File: src/shared/hred_pkg.sv
package hred_pkg;

    localparam int IO_ADDR_W = 16;
    localparam int MEM_ADDR_W = 32;
    localparam int DATA_W = 8;

    // fixed host port addresses
    localparam logic [15:0] PORT_ONBOARD_EN = 16'h03C3;
    localparam logic [15:0] PORT_ADDON_EN = 16'h46E8;
    localparam logic [15:0] PORT_EXT_INDEX = 16'h03DE;
    localparam logic [15:0] PORT_EXT_DATA = 16'h03DF;
    localparam logic [15:0] PORT_SEQ_PAIR = 16'h03C4;
    localparam logic [15:0] PORT_GFX_PAIR = 16'h03CE;
    localparam logic [15:0] PORT_ATTR_PAIR = 16'h03C0;

    // variable-nibble ranges and crt pair position inside them
    localparam logic [11:0] PORT_VAR_MONO = 12'h03B;
    localparam logic [11:0] PORT_VAR_COLOR = 12'h03D;
    localparam logic [3:0] PORT_CRT_INDEX_LO = 4'h4;
    localparam logic [3:0] PORT_CRT_DATA_LO = 4'h5;

    // enable register fields and reset values
    localparam int ADDON_EN_BIT = 3;
    localparam int ONBOARD_EN_BIT = 0;
    localparam logic ADDON_EN_RESET = 1'h0;
    localparam logic ONBOARD_EN_RESET = 1'h0;
    localparam int PCI_IO_EN_BIT = 0;
    localparam int PCI_MEM_EN_BIT = 1;

    // configuration-style system registers
    localparam logic [3:0] SYS_PORT_HI = 4'h2;
    localparam logic [7:0] SYS_PORT_LAST = 8'h3F;
    localparam logic [7:0] SYS_MMIO_BASE_OFF = 8'h10;
    localparam int MMIO_WIN_LSB = 8;
    localparam int MMIO_BYTES = 4;
    localparam logic [3:0] PORT_BASE_DIGIT_RESET = 4'h0;
    // strap capture waits until the sync chain holds post-reset pin levels
    localparam logic [1:0] STRAP_SETTLE_CNT = 2'h2;

    // extended index map
    localparam logic [7:0] EXT_IDX_ID = 8'h00;
    localparam logic [7:0] EXT_IDX_VERSION = 8'h01;
    localparam logic [7:0] EXT_IDX_SCRATCH = 8'hF0;
    localparam int SCRATCH_N = 8;
    localparam int SCRATCH_IW = 3;
    localparam logic [7:0] EXT_IDX_SYS_FIRST = 8'h10;
    localparam logic [7:0] EXT_IDX_SYS_LAST = 8'h1F;

    typedef enum logic [1:0] {
        HRED_KIND_IO,
        HRED_KIND_MEM,
        HRED_KIND_CFG
    } hred_kind_e;

    typedef enum logic [3:0] {
        HRED_GRP_NONE,
        HRED_GRP_CRT,
        HRED_GRP_VAR,
        HRED_GRP_SEQ,
        HRED_GRP_GFX,
        HRED_GRP_ATTR,
        HRED_GRP_EXT,
        HRED_GRP_EXT_SYS,
        HRED_GRP_SYS,
        HRED_GRP_MMIO,
        HRED_GRP_VMEM
    } hred_grp_e;

    typedef struct packed {
        logic valid;
        hred_kind_e kind;
        logic write;
        logic [MEM_ADDR_W-1:0] addr;
        logic [DATA_W-1:0] wdata;
    } hred_req_s;

    typedef struct packed {
        logic valid;
        hred_grp_e grp;
        logic write;
        logic [MEM_ADDR_W-1:0] addr;
        logic [DATA_W-1:0] wdata;
    } hred_fwd_s;

endpackage

File: src/verilog/hred_decode.sv
`timescale 1ns/1ns
module hred_decode
    import hred_pkg::*;
#(
    parameter logic [DATA_W-1:0] CHIP_ID_VALUE = 8'h5A, // arbitrary value
    parameter logic [DATA_W-1:0] CHIP_VERSION_VALUE = 8'h01 // arbitrary value
) (
    // clock and hardware reset pin
    input wire logic clock,
    input wire logic reset,
    // host cycle and answer
    input wire hred_req_s host_req,
    output logic [DATA_W-1:0] host_rdata,
    output logic host_rdata_valid,
    output logic local_bus_claim_n,
    output logic bus_cycle_ready_n,
    // configuration from the rest of the chip
    input wire logic color_emulation,
    input wire logic bus_is_pci,
    input wire logic [1:0] pci_cmd_enable,
    // board straps, sampled after reset release
    input wire logic [3:0] strap_port_base_digit,
    input wire logic strap_onboard,
    // cycles passed on to the register groups and memory
    output hred_fwd_s fwd,
    input wire logic [DATA_W-1:0] fwd_rdata,
    // status
    output logic host_access_enabled,
    output logic [3:0] port_base_digit_field
);

    // straps come from pins: two stages before use
    logic [4:0] strap_meta_q;
    logic [4:0] strap_sync_q;
    logic strap_done_q;
    logic [3:0] base_digit_q;
    logic onboard_cfg_q;

    always_ff @(posedge clock or posedge reset) begin
        if (reset) begin
            strap_meta_q <= '0;
            strap_sync_q <= '0;
        end else begin
            strap_meta_q <= {strap_onboard, strap_port_base_digit};
            strap_sync_q <= strap_meta_q;
        end
    end

    // capture once, on the third edge after the release so the sync chain is settled
    logic [1:0] strap_wait_q;
    always_ff @(posedge clock or posedge reset) begin
        if (reset) begin
            strap_wait_q <= '0;
            strap_done_q <= 1'b0;
            base_digit_q <= PORT_BASE_DIGIT_RESET;
            onboard_cfg_q <= 1'b0;
        end else if (!strap_done_q) begin
            strap_wait_q <= strap_wait_q + 2'h1;
            if (strap_wait_q == STRAP_SETTLE_CNT) begin
                strap_done_q <= 1'b1;
                base_digit_q <= strap_sync_q[3:0];
                onboard_cfg_q <= strap_sync_q[4];
            end
        end
    end

    // request kinds
    wire is_io = host_req.valid && host_req.kind == HRED_KIND_IO;
    wire is_mem = host_req.valid && host_req.kind == HRED_KIND_MEM;
    wire is_cfg = host_req.valid && host_req.kind == HRED_KIND_CFG;
    wire [15:0] io_addr = host_req.addr[IO_ADDR_W-1:0];
    wire [7:0] low_off = host_req.addr[7:0];

    // enable registers: only the reset pin presets them
    logic addon_en_q;
    logic onboard_en_q;
    wire hit_onboard = is_io && io_addr == PORT_ONBOARD_EN;
    wire hit_addon = is_io && io_addr == PORT_ADDON_EN;

    always_ff @(posedge clock or posedge reset) begin
        if (reset) begin
            addon_en_q <= ADDON_EN_RESET;
            onboard_en_q <= ONBOARD_EN_RESET;
        end else begin
            if (hit_addon && host_req.write) begin
                addon_en_q <= host_req.wdata[ADDON_EN_BIT];
            end
            if (hit_onboard && host_req.write) begin
                onboard_en_q <= host_req.wdata[ONBOARD_EN_BIT];
            end
        end
    end

    // strapped board style picks which enable register counts
    wire legacy_en = onboard_cfg_q ? onboard_en_q : addon_en_q;
    wire io_ok = bus_is_pci ? pci_cmd_enable[PCI_IO_EN_BIT] : legacy_en;
    wire mem_ok = bus_is_pci ? pci_cmd_enable[PCI_MEM_EN_BIT] : legacy_en;
    assign host_access_enabled = io_ok || mem_ok;
    assign port_base_digit_field = base_digit_q;

    // fixed and variable port decode; nothing else matches, so the
    // legacy setup ports fall through unclaimed
    wire [11:0] var_hi = color_emulation ? PORT_VAR_COLOR : PORT_VAR_MONO;
    wire in_var = io_addr[15:4] == var_hi;
    wire is_ext_pair = io_addr[15:1] == PORT_EXT_INDEX[15:1];
    wire lo_crt = io_addr[3:0] == PORT_CRT_INDEX_LO || io_addr[3:0] == PORT_CRT_DATA_LO;
    wire io_go = is_io && io_ok;
    wire hit_crt = io_go && in_var && lo_crt;
    wire hit_var = io_go && in_var && !lo_crt && !is_ext_pair;
    wire hit_seq = io_go && io_addr[15:1] == PORT_SEQ_PAIR[15:1];
    wire hit_gfx = io_go && io_addr[15:1] == PORT_GFX_PAIR[15:1];
    wire hit_attr = io_go && io_addr[15:1] == PORT_ATTR_PAIR[15:1];
    wire hit_eidx = io_go && io_addr == PORT_EXT_INDEX;
    wire hit_edat = io_go && io_addr == PORT_EXT_DATA;

    // system registers: io window off pci, config cycles on pci
    wire sys_io = io_go && !bus_is_pci && io_addr[15:12] == SYS_PORT_HI
        && io_addr[11:8] == base_digit_q && low_off <= SYS_PORT_LAST;
    wire sys_cfg = is_cfg && bus_is_pci && low_off <= SYS_PORT_LAST;
    wire hit_sys = sys_io || sys_cfg;
    wire hit_mbase = hit_sys && low_off[7:2] == SYS_MMIO_BASE_OFF[7:2];
    wire [1:0] mbase_byte = low_off[1:0];

    // extended index pointer and local extended registers
    logic [DATA_W-1:0] ext_index_q;
    always_ff @(posedge clock) begin
        if (hit_eidx && host_req.write) begin
            ext_index_q <= host_req.wdata;
        end
    end

    wire ext_is_id = ext_index_q == EXT_IDX_ID;
    wire ext_is_ver = ext_index_q == EXT_IDX_VERSION;
    wire ext_is_scr = ext_index_q[7:SCRATCH_IW] == EXT_IDX_SCRATCH[7:SCRATCH_IW];
    wire ext_is_sys = ext_index_q >= EXT_IDX_SYS_FIRST && ext_index_q <= EXT_IDX_SYS_LAST;
    wire ext_local = ext_is_id || ext_is_ver || ext_is_scr;
    wire [SCRATCH_IW-1:0] scr_sel = ext_index_q[SCRATCH_IW-1:0];

    // scratch has no default: left alone by reset
    logic [DATA_W-1:0] scratch_q [SCRATCH_N];
    for (genvar i = 0; i < SCRATCH_N; i++) begin : g_scratch
        always_ff @(posedge clock) begin
            if (hit_edat && host_req.write && ext_is_scr
                    && scr_sel == SCRATCH_IW'(i)) begin
                scratch_q[i] <= host_req.wdata;
            end
        end
    end

    // mmio base: low byte is below the window size and reads zero
    logic [DATA_W-1:0] mbase_q [MMIO_BYTES];
    assign mbase_q[0] = '0;
    for (genvar b = 1; b < MMIO_BYTES; b++) begin : g_mbase
        always_ff @(posedge clock) begin
            if (hit_mbase && host_req.write && mbase_byte == 2'(b)) begin
                mbase_q[b] <= host_req.wdata;
            end
        end
    end
    wire [MEM_ADDR_W-1:0] mbase_word = {mbase_q[3], mbase_q[2], mbase_q[1], mbase_q[0]};

    // memory cycles: window hits go to cursor/window/engine groups only
    wire mem_go = is_mem && mem_ok;
    wire hit_mmio = mem_go && host_req.addr[MEM_ADDR_W-1:MMIO_WIN_LSB]
        == mbase_word[MEM_ADDR_W-1:MMIO_WIN_LSB];
    wire hit_vmem = mem_go && !hit_mmio;

    // enable write at the on-board port is taken but never claimed
    wire claim = (hit_addon) || hit_crt || hit_var || hit_seq || hit_gfx || hit_attr
        || hit_eidx || hit_edat || hit_sys || hit_mmio || hit_vmem;

    // where the cycle goes when it is not held here
    wire hred_grp_e grp_d =
        hit_crt ? HRED_GRP_CRT :
        hit_var ? HRED_GRP_VAR :
        hit_seq ? HRED_GRP_SEQ :
        hit_gfx ? HRED_GRP_GFX :
        hit_attr ? HRED_GRP_ATTR :
        (hit_edat && ext_is_sys) ? HRED_GRP_EXT_SYS :
        (hit_edat && !ext_local) ? HRED_GRP_EXT :
        (hit_sys && !hit_mbase) ? HRED_GRP_SYS :
        hit_mmio ? HRED_GRP_MMIO :
        hit_vmem ? HRED_GRP_VMEM :
        HRED_GRP_NONE;

    wire [MEM_ADDR_W-1:0] fwd_addr_d =
        hit_edat ? MEM_ADDR_W'(ext_index_q) :
        (hit_sys || hit_mmio) ? MEM_ADDR_W'(low_off) :
        host_req.addr;

    // local read data, reserved bits forced to zero
    wire [DATA_W-1:0] rd_addon = DATA_W'(addon_en_q) << ADDON_EN_BIT;
    wire [DATA_W-1:0] rd_ext =
        ext_is_id ? CHIP_ID_VALUE :
        ext_is_ver ? CHIP_VERSION_VALUE :
        scratch_q[scr_sel];
    wire [DATA_W-1:0] rdata_d =
        hit_addon ? rd_addon :
        hit_eidx ? ext_index_q :
        (hit_edat && ext_local) ? rd_ext :
        hit_mbase ? mbase_q[mbase_byte] :
        '0;

    // id and version ignore writes; forwarded reads take group data
    logic ack_q;
    logic rd_q;
    logic rd_fwd_q;
    logic [DATA_W-1:0] rdata_q;
    hred_fwd_s fwd_q;
    wire hred_fwd_s fwd_d = '{valid: grp_d != HRED_GRP_NONE, grp: grp_d,
        write: host_req.write, addr: fwd_addr_d, wdata: host_req.wdata};

    always_ff @(posedge clock or posedge reset) begin
        if (reset) begin
            ack_q <= 1'b0;
            rd_q <= 1'b0;
            rd_fwd_q <= 1'b0;
            rdata_q <= '0;
            fwd_q <= '0;
        end else begin
            ack_q <= claim;
            rd_q <= claim && !host_req.write;
            rd_fwd_q <= grp_d != HRED_GRP_NONE;
            rdata_q <= rdata_d;
            fwd_q <= fwd_d;
        end
    end

    // one-cycle answer the edge after the request
    assign local_bus_claim_n = !ack_q;
    assign bus_cycle_ready_n = !ack_q;
    assign host_rdata_valid = rd_q;
    assign host_rdata = rd_fwd_q ? fwd_rdata : rdata_q;
    assign fwd = fwd_q;

endmodule

File: config.mk
export PLATFORM = sky130hd
export DESIGN_NAME = hred_decode
export DESIGN_NICKNAME = d
export VERILOG_FILES = /design/src/shared/hred_pkg.sv /design/src/verilog/hred_decode.sv
export SDC_FILE = /design/constraint.sdc
export NUM_CORES = 1
export LEC_CHECK = 0
export BUFFER_PORTS_ARGS = -buffer_cell sky130_fd_sc_hd__buf_2
export CAP_MARGIN = 15
export CELL_PAD_IN_SITES_DETAIL_PLACEMENT = 0
export CELL_PAD_IN_SITES_GLOBAL_PLACEMENT = 1
export CORE_ASPECT_RATIO = 0.6
export CORE_MARGIN = 5
export CORE_UTILIZATION = 46
export DETAILED_ROUTE_END_ITERATION = 16
export HOLD_SLACK_MARGIN = 0.15
export PLACE_DENSITY_LB_ADDON = 0.1
export SLEW_MARGIN = 20
export SYNTH_ARGS = -nofsm -noshare
export SYNTH_HDL_FRONTEND = slang
export SYNTH_SLANG_ARGS = --single-unit
export TNS_END_PERCENT = 10
File: constraint.sdc
create_clock -name clock -period 3.1 [get_ports clock]
set_input_delay 0.62 -clock clock [delete_from_list [all_inputs] [get_ports clock]]
set_output_delay 0.62 -clock clock [all_outputs]
set_load 0.1 [all_outputs]
==> key figures <==
Global route
  – Met3 Usage GRT: roughly 6%
  – Total grt overflow: 0
  – Pin count of the biggest net entering global routing: 41
  – Vias in the first global route: between 4,000 and 5,000
  – Met1 Use GR: around a third
  – Met2 Use GR: about 28%
  – First-pass GRT wire length: around 29 mm
  – GR peak layer: met1
  – Antenna violations before repair: 0
  – Total GRT Usage: between 20% and 30%

Logic synthesis
  – Flops & latches, synth: ~180
  – Synth cell types: 72
  – EDFF count, synth: 96
  – Synthesized area per cell: 15.17 um^2
  – Post-Synthesis Cell Area: between 7000 and 8000 um^2
  – Synth async-reset ratio: around 43%
  – Synth Warn #: 0
  – Syn Nets: 544
  – Post-synthesis sequential area ratio: around two thirds
  – Post-Synthesis Cells: 480
  – Synth Flop Type: edfxtp_1

Finish
  – FILL cells: about 1,300
  – Design area: around 8800 um^2
  – Layout cells sized above 1: a little under two fifths
  – Final net count: approximately 680
  – Diode count: 0
  – Layout area overhead: 21.06%
  – Most frequent cells in the layout: buf_2, edfxtp_1, dfrtp_1
  – Commonest non-fill, non-tap cell in the layout: buf_2

Route
  – First-pass detailed-route iteration total: 5
  – DRC violations left: 0
  – Routed WL: between 15 and 20 mm
  – Via/cell ratio: approximately 5.6
  – Initial DRC Count: 475
  – Final ANT Viol Nets: 0
  – DR WL/cell: roughly 22 um
  – Vias: 4,644

CTS
  – Num CTS Buffers: 17
  – Setup Buffers After CTS: 0
  – CTS root buf: clkbuf_16
  – Reg clk slew, reported paths: ~0.070 ns
  – Cts repair resizes: 0
  – CTS tree: yes
  – Bufs on Longest Clock Path: 2
  – Sink Count: 175
  – Worst-Skew Late Latency: around 0.43 ns
  – # hold bufs at CTS: 0
  – H-tree levels: 4

STA
  – Final hold slack: ~0.27 ns
  – Final worst path period share: a little over four fifths
  – TNS Setup: 0 ns
  – RSZ-0062 raised after global routing: false
  – Slew Limit Fails: 0
  – Setup-failing EPs final: 0
  – Crit path time final: 2.604 ns
  – Max Clock Freq: 0.3840 GHz
  – Rel. slew slack: 46.61%
  – Final hold violation count: 0
  – Least-Margin Pin Slew: roughly 0.80 ns
  – Worst setup margin: 0.4955 ns
  – Fin Clk Skew: roughly 0.015 ns

Setup path
  – Crit path cell chain: buf_2 > or4b_1 > nor4_2 > nand4_2 > a2111oi_2 > nand2_2 > nor3b_2 > buf_4
  – Critical path startpoint: host_req[22]
  – Slowest cell delay on critical path: ~0.58 ns
  – Largest fanout on the critical path: 8
  – CP bufs+invs: 2
  – CP Class: primary input to flip-flop
  – Startpoint Class: primary input
  – Cell family with most CP delay: simple AND/OR/NAND/NOR gates
  – RR Startpoint: onboard_cfg_q$_DFFE_PP0P_
  – Crit path DAT: between 2 and 3 ns
  – Setup crit end kind: flip-flop
  – Worst path required time: between 3 and 4 ns
  – CP max-delay cell: a2111oi_2

Floorplanning
  – Core area: 15,410 um^2
  – Rows: 35
  – Die ar.: ~19,000 um^2
  – Chip width: approximately 170 um
  – Initial Util: a little under half
  – Die height: between 100 and 150 um
  – # IOs: 125

Pwr
  – LEAKAGE: roughly 0.0036 uW
  – Pwr dens: 593.9 nW/um^2
  – Maximum VDD drop: about 370 uV
  – Final Total Pwr: ~5200 uW

Placed design
  – Global placement routability congestion: 0.9171
  – Dpl ws: approximately 0.045 ns
  – Placed inst area: about 8200 um^2
  – PortBufs: 124
  – HPWL after DPL: between 10 and 15 mm

Min path
  – Worst Hold Class: primary input to asynchronous set/reset pin

Flow run
  – Max-Cap Viols: 0

Outcome
  – Status: complete, no violations
[cells by family (layout without fill, tap and decap cells)]
group                    after synthesis  count (layout)  share of synthesized area, %
XOR/XNOR                              29              29                         3.489
adder cells (fa/ha/maj)                1               1                        0.1719
AND/OR/NAND/NOR                      144             144                         11.64
buffers and inverters                 32             184                         2.355
multiplexers                          51              51                         10.26
AO/OA/AOI/OAI                         48              48                         5.534
flip-flops                           175             175                         66.55
[registers in the layout, summed over array words and instances, names as in the netlist, named ones only]
name	count
ext_index_q	8
strap_wait_q	2
strap_meta_q	5
scratch_q	64
ack_q	1
strap_done_q	1
rdata_q	8
port_base_digit_field	4
addon_en_q	1
onboard_en_q	1
onboard_cfg_q	1
strap_sync_q	5
host_rdata_valid	1
mbase_q	24
fwd	46
[cells in the mapped netlist, types with 2 or more instances]
| cell | number | area (um^2) |
|---|---|---|
| nand2_1 | 35 | 131.4 |
| buf_1 | 2 | 7.510 |
| nor4b_1 | 3 | 26.28 |
| nand4b_1 | 2 | 17.52 |
| dfxtp_1 | 3 | 60.06 |
| and3_1 | 5 | 31.28 |
| nand4_1 | 4 | 25.02 |
| buf_6 | 3 | 33.78 |
| and2_1 | 24 | 150.1 |
| nand3_1 | 10 | 50.05 |
| nor2b_1 | 4 | 25.02 |
| nor2_1 | 12 | 45.04 |
| a31oi_1 | 2 | 12.51 |
| a21oi_1 | 3 | 15.01 |
| buf_4 | 3 | 22.52 |
| clkbuf_1 | 10 | 37.54 |
| a221o_2 | 3 | 33.78 |
| mux2i_1 | 8 | 80.08 |
| nor4_2 | 2 | 25.02 |
| buf_2 | 4 | 20.02 |
| o221ai_1 | 4 | 35.03 |
| a21o_1 | 3 | 22.52 |
| a22o_1 | 4 | 35.03 |
| a22oi_1 | 6 | 45.04 |
| nor3_1 | 11 | 55.05 |
| mux4_2 | 16 | 360.4 |
| nor4_1 | 11 | 68.82 |
| o21ai_0 | 6 | 30.03 |
| mux2_1 | 3 | 33.78 |
| edfxtp_1 | 96 | 2883 |
| xnor2_1 | 2 | 17.52 |
| dfrtp_1 | 76 | 1902 |
| o211a_1 | 3 | 30.03 |
| xor2_1 | 27 | 236.5 |
| mux2_2 | 23 | 259.0 |
| nand2b_1 | 4 | 25.02 |
| inv_1 | 8 | 30.03 |
[worst register-to-register path, cell delays in order (launching register included)]
cell and delay [ns]:
dfrtp_1 0.41, mux2i_2 0.20, a21oi_4 0.26, nand4_2 0.17, a2111oi_2 0.58, nand2_2 0.13
nor3b_2 0.18, buf_4 0.19
[routing by layer]
metal | vias up | wire length, um
met3 | 13 | 1810
met4 | 0 | 115
met1 | 2320 | 9168
li1 | 2090 | -
met5 | - | 0
met2 | 221 | 7528
[path summary, 6_finish.rpt]
path / end / slack [ns] / depth (start not counted)
max in group asynchronous: fwd[6]$_DFF_PP0_ / 2.20 / 3
min reg2reg: strap_sync_q[4]$_DFF_PP0_ / 0.35 / 0
max reg2reg: mbase_q[14]$_DFFE_PP_ / 0.70 / 7
max: mbase_q[14]$_DFFE_PP_ / 0.50 / 8
min in group clock: strap_meta_q[3]$_DFF_PP0_ / 0.30 / 1
min: onboard_en_q$_DFFE_PP0P_ / 0.27 / 2
[power by group]
part           total [uW]  switching [uW]  leakage [uW]  internal [uW]
clock network        2170            1060      0.000301           1110
logic                 550             444       0.00151            105
registers            2510            15.1       0.00180           2490
[through the flow]
stage	cells	util, %
4_1_cts	835	57.13
6_report	835	57.17
2_1_floorplan	480	-
5_1_grt	835	57.17
3_3_place_gp	803	53.08
3_5_place_dp	803	53.08
[cell type report]
| cell class | count | area [um^2] | area share, % |
|---|---|---|---|
| timing repair buffer | 144 | 783.3 | 8.888 |
| inverter | 8 | 31.28 | 0.3550 |
| clock inverter | 15 | 198.9 | 2.258 |
| sequential | 175 | 4845 | 54.98 |
| tap | 203 | 254.0 | 2.882 |
| multi-input combinational | 273 | 2275 | 25.81 |
| clock buffer | 17 | 425.4 | 4.827 |
Note: power is estimated with default switching activity, not from simulation.
